[src/rtl/iapr_regs.svh]
// Purpose: Offsets, field positions and reset values of the acknowledge resolver
// Assumes: Word-aligned byte addresses on a 10-bit Avalon-MM address
// Notes:   Definitions only, no logic
`ifndef IAPR_REGS_SVH
`define IAPR_REGS_SVH

// Word index = byte address [9:2]
`define IAPR_IDX_LP        8'h00
`define IAPR_IDX_SW        8'h01
// Groups on index[7:3]: level ack at 0x20+4m, global level ack at 0x40+4m
`define IAPR_GRP_LVL       5'h01
`define IAPR_GRP_GLVL      5'h02
// Source control at 0x100+4x, group on index[7:6]
`define IAPR_GRP_CTRL      2'h1

// Source control fields
`define IAPR_CTL_LVL_HI    5
`define IAPR_CTL_LVL_LO    3
`define IAPR_CTL_PRI_HI    2
`define IAPR_CTL_PRI_LO    0
`define IAPR_CTL_RST       6'h00

// Acknowledge level/priority fields
`define IAPR_LP_LVL_HI     6
`define IAPR_LP_LVL_LO     4
`define IAPR_LP_PRI_HI     3
`define IAPR_LP_PRI_LO     0
`define IAPR_LP_RST        8'h00

// Rank codes and keys
`define IAPR_MID_RANK      4'h8
`define IAPR_MID_KEY       4'h7
`define IAPR_FIXED_LAST    6'h07
`define IAPR_FIRST_RW      6'h08

// Vector mapping
`define IAPR_VEC_BASE      8'h40
`define IAPR_VEC_NONE      8'h00
`define IAPR_RD_PAD        24'h000000

`endif

[src/rtl/iapr_pkg.sv]
// Purpose: Types shared by the acknowledge resolver
// Assumes: Up to 63 sources, 8-bit vectors
// Notes:   Constants live in iapr_regs.svh
package iapr_pkg;
  typedef logic [7:0]  iapr_vec_type;
  typedef logic [63:0] iapr_src_type;
  typedef enum logic [2:0] {
    iapr_k_none, iapr_k_lp, iapr_k_sw, iapr_k_lvl, iapr_k_glvl, iapr_k_ctrl
  } iapr_kind_type;
  typedef struct packed {
    logic       found;
    logic [5:0] src;
    logic [2:0] lvl;
    logic [3:0] prio;
  } iapr_hit_type;
endpackage : iapr_pkg

[src/rtl/iapr_resolver.sv]
// Purpose: Acknowledge and priority resolution for up to 63 interrupt sources
// Assumes: Mask, force and raw request vectors come in synchronous to clk_sys
// Notes:   Bus and implicit acknowledge share one arbiter; the bus wins a tie
`timescale 1ns/100ps
`include "iapr_regs.svh"

module iapr_resolver #(
  parameter int NUM_SRC = 63
) (
  input  wire logic                   clk_sys,
  input  wire logic                   rst,
  input  wire logic [9:0]             avs_address,
  input  wire logic                   avs_read,
  input  wire logic                   avs_write,
  input  wire logic [31:0]            avs_writedata,
  input  wire logic [3:0]             avs_byteenable,
  output logic      [31:0]            avs_readdata,
  output logic                        avs_waitrequest,
  input  wire iapr_pkg::iapr_src_type irq_raw,
  input  wire iapr_pkg::iapr_src_type mask_in,
  input  wire iapr_pkg::iapr_src_type force_in,
  input  wire logic                   interrupt_acknowledge_valid,
  input  wire logic [2:0]             interrupt_acknowledge_level,
  output iapr_pkg::iapr_vec_type      interrupt_acknowledge_vector,
  output logic                        interrupt_acknowledge_done
);
  import iapr_pkg::*;

  // Index width fixes the top of the range
  if (NUM_SRC < 8 || NUM_SRC > 63) begin : g_bad_num
    $error("NUM_SRC must lie in 8..63");
  end

  logic [5:0]    ctrl_r [0:63];
  logic [7:0]    ack_lp_r;
  logic [31:0]   readdata_r;
  logic          waitrequest_r;
  iapr_vec_type  interrupt_acknowledge_vector_r;
  logic          interrupt_acknowledge_done_r;
  logic          sw_q_r;
  logic          rd_fixed_r;
  logic          rd_none_r;
  iapr_src_type  live_q_r;
  iapr_src_type  blocked_q_r;

  logic [7:0]    idx;
  iapr_kind_type kind;
  logic          bus_req;
  logic          ack_take;
  logic          interrupt_acknowledge_take;
  logic          sel_any;
  logic [2:0]    sel_level;
  iapr_src_type  mask_eff;
  iapr_src_type  active;
  iapr_hit_type  hit;
  logic [7:0]    hit_vec;
  logic [7:0]    hit_lp;
  logic [7:0]    rd_val;

  // Control byte as seen by the arbiter and by a read
  function automatic logic [5:0] ctrl_view(input logic [5:0] src);
    if (src <= `IAPR_FIXED_LAST) begin
      ctrl_view = {src[2:0], 3'h0};
    end else begin
      ctrl_view = ctrl_r[src];
    end
  endfunction : ctrl_view

  // Address decode into register kinds
  function automatic iapr_kind_type decode_kind(input logic [7:0] i);
    if (i == `IAPR_IDX_LP) begin
      decode_kind = iapr_k_lp;
    end else if (i == `IAPR_IDX_SW) begin
      decode_kind = iapr_k_sw;
    end else if (i[7:3] == `IAPR_GRP_LVL && i[2:0] != 3'h0) begin
      decode_kind = iapr_k_lvl;
    end else if (i[7:3] == `IAPR_GRP_GLVL && i[2:0] != 3'h0) begin
      decode_kind = iapr_k_glvl;
    end else if (i[7:6] == `IAPR_GRP_CTRL && i[5:0] != 6'h00 && i[5:0] <= 6'(NUM_SRC)) begin
      decode_kind = iapr_k_ctrl;
    end else begin
      decode_kind = iapr_k_none;
    end
  endfunction : decode_kind

  // Request decode; waitrequest high marks a request not yet served
  assign idx       = avs_address[9:2];
  assign kind      = decode_kind(idx);
  assign bus_req   = (avs_read || avs_write) && waitrequest_r;
  assign ack_take  = bus_req && avs_read &&
                     (kind == iapr_k_sw || kind == iapr_k_lvl || kind == iapr_k_glvl);
  // Acknowledge cycle is served only when the bus is idle this edge
  assign interrupt_acknowledge_take = !bus_req && interrupt_acknowledge_valid && !interrupt_acknowledge_done_r;
  assign sel_any   = bus_req && kind == iapr_k_sw;
  assign sel_level = bus_req ? idx[2:0] : interrupt_acknowledge_level;

  // Effective requests: mask-all overrides, force bypasses the mask
  assign mask_eff  = mask_in | {64{mask_in[0]}};
  assign active    = ((irq_raw & ~mask_eff) | force_in) & ~64'h1;

  // Linear scan; rank key doubles programmable priority so fixed sit mid-level
  always_comb begin
    logic [5:0] v;
    logic [3:0] key;
    logic [6:0] best;
    logic       fixed;
    v     = 6'h00;
    key   = 4'h0;
    best  = 7'h00;
    fixed = 1'b0;
    hit   = '0;
    for (int i = 1; i <= NUM_SRC; i++) begin
      v     = ctrl_view(6'(i));
      fixed = 6'(i) <= `IAPR_FIXED_LAST;
      key   = fixed ? `IAPR_MID_KEY : {v[`IAPR_CTL_PRI_HI:`IAPR_CTL_PRI_LO], 1'b0};
      if (active[i] && v[`IAPR_CTL_LVL_HI:`IAPR_CTL_LVL_LO] != 3'h0 &&
          (sel_any || v[`IAPR_CTL_LVL_HI:`IAPR_CTL_LVL_LO] == sel_level) &&
          {v[`IAPR_CTL_LVL_HI:`IAPR_CTL_LVL_LO], key} > best) begin
        best      = {v[`IAPR_CTL_LVL_HI:`IAPR_CTL_LVL_LO], key};
        hit.found = 1'b1;
        hit.src   = 6'(i);
        hit.lvl   = v[`IAPR_CTL_LVL_HI:`IAPR_CTL_LVL_LO];
        hit.prio  = fixed ? `IAPR_MID_RANK : {1'b0, v[`IAPR_CTL_PRI_HI:`IAPR_CTL_PRI_LO]};
      end
    end
  end

  // Vector and record from the winner; zero means nothing won
  assign hit_vec = hit.found ? `IAPR_VEC_BASE + {2'h0, hit.src} : `IAPR_VEC_NONE;
  assign hit_lp  = hit.found ? {1'b0, hit.lvl, hit.prio} : `IAPR_LP_RST;

  // Read mux; unmapped words read zero
  always_comb begin
    case (kind)
      iapr_k_lp:   rd_val = ack_lp_r;
      iapr_k_sw,
      iapr_k_lvl,
      iapr_k_glvl: rd_val = hit_vec;
      iapr_k_ctrl: rd_val = {2'h0, ctrl_view(idx[5:0])};
      default:     rd_val = `IAPR_VEC_NONE;
    endcase
  end

  // Bus handshake: answer one edge after the request is seen
  always_ff @(posedge clk_sys) begin
    if (rst) begin
      waitrequest_r <= 1'b1;
      readdata_r    <= 32'h0;
    end else if (bus_req) begin
      waitrequest_r <= 1'b0;
      if (avs_read) begin
        readdata_r <= {`IAPR_RD_PAD, rd_val};
      end
    end else begin
      waitrequest_r <= 1'b1;
    end
  end

  // Source control storage; fixed entries never take a write
  always_ff @(posedge clk_sys) begin
    if (rst) begin
      for (int i = 0; i < 64; i++) begin
        ctrl_r[i] <= `IAPR_CTL_RST;
      end
    end else if (bus_req && avs_write && kind == iapr_k_ctrl &&
                 idx[5:0] >= `IAPR_FIRST_RW && avs_byteenable[0]) begin
      ctrl_r[idx[5:0]] <= avs_writedata[5:0];
    end
  end

  // Record reload on any acknowledge, bus or cycle
  always_ff @(posedge clk_sys) begin
    if (rst) begin
      ack_lp_r <= `IAPR_LP_RST;
    end else if (ack_take || interrupt_acknowledge_take) begin
      ack_lp_r <= hit_lp;
    end
  end

  // Acknowledge cycle port; done pulses one cycle
  always_ff @(posedge clk_sys) begin
    if (rst) begin
      interrupt_acknowledge_done_r   <= 1'b0;
      interrupt_acknowledge_vector_r <= `IAPR_VEC_NONE;
    end else begin
      interrupt_acknowledge_done_r <= interrupt_acknowledge_take;
      if (interrupt_acknowledge_take) begin
        interrupt_acknowledge_vector_r <= hit_vec;
      end
    end
  end

  // Helper flags for checking only
  always_ff @(posedge clk_sys) begin
    if (rst) begin
      sw_q_r     <= 1'b0;
      rd_fixed_r <= 1'b0;
      rd_none_r  <= 1'b0;
    end else begin
      sw_q_r     <= sel_any && avs_read;
      rd_fixed_r <= bus_req && avs_read && kind == iapr_k_ctrl && idx[5:0] <= `IAPR_FIXED_LAST;
      rd_none_r  <= bus_req && avs_read && kind == iapr_k_none;
    end
  end

  // Arbiter inputs captured at each edge, for checking only
  // The winner seen one cycle later must have been live and not blocked then
  // Costs two wide registers that synthesis drops with the assertions
  always_ff @(posedge clk_sys) begin
    if (rst) begin
      live_q_r    <= '0;
      blocked_q_r <= '0;
    end else begin
      live_q_r    <= active;
      blocked_q_r <= mask_eff & ~force_in;
    end
  end

  assign avs_readdata    = readdata_r;
  assign avs_waitrequest = waitrequest_r;
  assign interrupt_acknowledge_vector     = interrupt_acknowledge_vector_r;
  assign interrupt_acknowledge_done       = interrupt_acknowledge_done_r;
endmodule : iapr_resolver

[config.mk]
export PLATFORM = sky130hd
export DESIGN_NAME = iapr_resolver
export DESIGN_NICKNAME = d
export VERILOG_FILES = /design/src/rtl/iapr_pkg.sv /design/src/rtl/iapr_resolver.sv
export VERILOG_INCLUDE_DIRS = /design/src /design/src/rtl
export SDC_FILE = /design/constraint.sdc
export NUM_CORES = 2
export LEC_CHECK = 0
export ABC_AREA = 1
export BUFFER_PORTS_ARGS = -buffer_cell sky130_fd_sc_hd__buf_2
export CORE_MARGIN = 1.5
export CORE_UTILIZATION = 50
export DETAILED_ROUTE_END_ITERATION = 10
export GPL_TIMING_DRIVEN = 0
export PLACE_DENSITY = 0.68
export SLEW_MARGIN = 5
export SYNTH_ARGS = -nofsm -noshare
export SYNTH_HDL_FRONTEND = slang
export SYNTH_SLANG_ARGS = --single-unit
export TNS_END_PERCENT = 100
[constraint.sdc]
create_clock -name clk_sys -period 124.2 [get_ports clk_sys]
set_clock_uncertainty 0.2 [all_clocks]
set_input_delay 24.84 -clock clk_sys [delete_from_list [all_inputs] [get_ports clk_sys]]
set_output_delay 24.84 -clock clk_sys [all_outputs]
set_load 0.01 [all_outputs]
==> results.json <==
{
  "arrival_ps": 106560,
  "synth_top_area_share_pct": 27.5,
  "area_delta_synth_final_pct": 10.6,
  "syn_area_per_cell_um2": 7.29,
  "drive_above_1_share_pct": 18.4,
  "hpwl_um": 117000,
  "postSynthCellCount": 5153,
  "clk_pin_slew_worst_paths_ps": 70,
  "drc": 0,
  "r2r_slack_ps": 41860,
  "ctsHoldBuffers": 0,
  "tns_ps": 0,
  "power.density_nw_per_um2": 22.8,
  "start_util_pct": 50.5,
  "violations": "capacitance limit, slew limit",
  "ys_ff_latch": 367,
  "final-instance-count-excl-fill": 6462,
  "synth_top_family_by_area": "simple AND/OR/NAND/NOR gates",
  "die-area_um2": 76800,
  "grt_pass1_wl_um": 218000,
  "crit_cells": 564,
  "synth_top_cell_by_area": "edfxtp_1",
  "clock.fmax_ghz": 0.00941,
  "cts_sinks": 367,
  "crit_family": "simple AND/OR/NAND/NOR gates",
  "setup_viol_count_final": 0,
  "cp-startpoint": "avs_read",
  "antenna_found_initial": 6,
  "tightest_slew_ps": 1530,
  "crit_required_ps": 124460,
  "critPathSlowestCell": "a21boi_0",
  "ioPinCount": 288,
  "first_pass_iters": 8,
  "cpPeakStageDelay_ps": 610,
  "ys_seq_area_share_pct": 28.7,
  "synthAdderAreaFrac_pct": 7.86,
  "viasPerCell": 5.96,
  "critPathLaunchType": "input pin",
  "synth_edf_count": 344,
  "drt_iter0_markers": 4660,
  "outcome": "complete, but fails checks",
  "detail_route.wl_per_cell_um": 22.9,
  "worst-path-buf-inv": 125,
  "r2r_end": "ack_lp_r[0]",
  "finalNetCount": 5941,
  "cpMostUsedCell": "inv_1",
  "ys_warn_count": 0,
  "grt_max_degree": 15,
  "worst-setup-path-type": "input pin to flip-flop",
  "hold_viol_final": 0,
  "grt-ovfl-total": 0,
  "crit_path_end": "ack_lp_r[0]",
  "gp_congestion": 0.987,
  "cts_setup_buffers": 0,
  "synth_cell_types": 74,
  "drv_slew": 8,
  "synth_flop_cell": "edfxtp_1",
  "io_buffers": 226,
  "yosysMostFrequentCell": "nand2_1",
  "period_share_pct": 85.6,
  "ctsResizeCount": 0,
  "grt_util_all_layers_pct": 37.6,
  "synthMuxAreaShare_pct": 0,
  "detail-route-antenna-nets": 0,
  "min_period_ps": 106300,
  "synth_xor_xnor_area_share_pct": 2.68,
  "worst-r2r-cell-count": 562,
  "rsz0062_at_grt": "no",
  "synth_simple_gate_area_share_pct": 34.8,
  "dp_cells": 6384,
  "power_leakage_nw": 20.5,
  "path_max_fanout": 10,
  "rows": 100,
  "first_global_vias": 35300,
  "clkLatencyLatePin_ps": 590,
  "synth_common_cells": "nand2_1, nor2_1, inv_1, nand3_1, edfxtp_1",
  "numCtsBuffers": 41,
  "cts_root_buffer": "clkbuf_16",
  "core_um2": 74400,
  "r2r-start": "avs_waitrequest",
  "cts_tree": "done",
  "cts.htree.levels": 2,
  "clockBufferDepth": 3,
  "postSynth.asyncResetShare_pct": 0,
  "die_width_um": 277,
  "min_path_type": "flip-flop to flip-flop",
  "end_kind": "flip-flop",
  "dieHeight_um": 277,
  "synth-compound-area-share_pct": 15.6,
  "wl_um": 148000,
  "synth_area_leaders": "edfxtp_1, nand2_1, ha_1",
  "routed-via-count": 38500,
  "ir_drop_mv": 0.0153,
  "synth_area_um2": 37600,
  "slew_headroom_pct": -2.14,
  "maxCapViolCount": 2
}
layout by cell type, fill, tap and decap left out, drive strengths merged, types with 23 or more instances in the layout:
master / Yosys / layout
a21oi: 193 / 193
nor2: 708 / 708
xor2: 115 / 115
o21ai: 292 / 292
nand3b: 51 / 51
o41ai: 47 / 47
nand4: 118 / 118
dfxtp: 23 / 23
o211ai: 32 / 32
nor3: 67 / 67
edfxtp: 344 / 344
or2: 51 / 51
clkbuf: 106 / 157
ha: 236 / 236
buf: 97 / 327
conb: 1 / 34
a21o: 49 / 49
o22ai: 123 / 123
nand3: 492 / 492
o21bai: 61 / 61
inv: 636 / 638
nand2: 1175 / 1175
a211o: 29 / 29
layout make-up:
| class | count | area [µm²] |
|---|---|---|
| Antenna cell | 1 | 2.50 |
| Buffer | 205 | 1440 |
| Clock buffer | 51 | 1090 |
| Clock inverter | 25 | 317 |
| Fill cell | 7246 | 32900 |
| Inverter | 643 | 2440 |
| Multi-Input combinational cell | 3971 | 23100 |
| Sequential cell | 367 | 10800 |
| Tap cell | 969 | 1210 |
| Timing Repair Buffer | 230 | 1190 |
worst reg2reg max path, delay by kind of cell, from the launching register on:
family | cells | cell delay [ps]
buffers and inverters | 125 | 14520
flip-flops | 1 | 510
adder cells (fa/ha/maj) | 56 | 16490
AND/OR/NAND/NOR | 264 | 33660
AO/OA/AOI/OAI | 117 | 16880
worst min-delay path by stage:
stage | startpoint | to | cells after the start
final | ack_lp_r[6] | ack_lp_r[6] | 2
after global routing | ack_lp_r[6] | ack_lp_r[6] | 2
after CTS | ack_lp_r[6] | ack_lp_r[6] | 2
after detailed placement | ack_lp_r[6] | ack_lp_r[6] | 2
after global placement | ack_lp_r[6] | ack_lp_r[6] | 2
after floorplan | ack_lp_r[6] | ack_lp_r[6] | 2
report_power, final:
part           internal, W  switching, W  total, W
clock network    0.0000758     0.0000542  0.000130
registers         0.000141    0.00000903  0.000150
logic             0.000246      0.000421  0.000667
total             0.000462      0.000485  0.000947
logic make-up (layout without fill, tap and decap cells):
logic type / Yosys count / in the layout
AOI/OAI and AO/OA: 911 / 911
adders and majority gates: 236 / 236
DFF: 367 / 367
other: 1 / 35
buffers and inverters: 848 / 1154
and+or+nand+nor: 2675 / 2675
xor gates and xnor gates: 115 / 115
state kept, by name, summed over array words and instances (netlist names):
name and cells:
avs_readdata 7, ctrl_r 344, ack_lp_r 7, interrupt_acknowledge_vector 7, avs_waitrequest 1, interrupt_acknowledge_done 1
metrics by stage:
step	instance area (µm²)	utilization [%]	setup slack, ps	power (W)	hold slack (ps)
global placement	40000	53.8	18720	0.000795	255
CTS	41500	55.8	18740	0.000936	269
detailed placement	40100	53.9	18530	0.000804	260
finish	41500	55.8	17900	0.000947	273
global route	41500	55.8	10550	0.00104	296
floorplan	37700	-	30830	0.000659	244
metal layers:
metal / share of wire [%] / vias to the layer above / wire [µm] / global-route usage (%)
met4: 4.3 / 10 / 6310 / 14.2
met2: 43 / 2096 / 63900 / 58.5
li1: - / 18100 / - / -
met3: 12 / 339 / 17600 / 8.16
met5: 0.047 / - / 69 / 0
met1: 41 / 17900 / 60300 / 50.9
No activity file was read; power rests on OpenSTA's default activity.
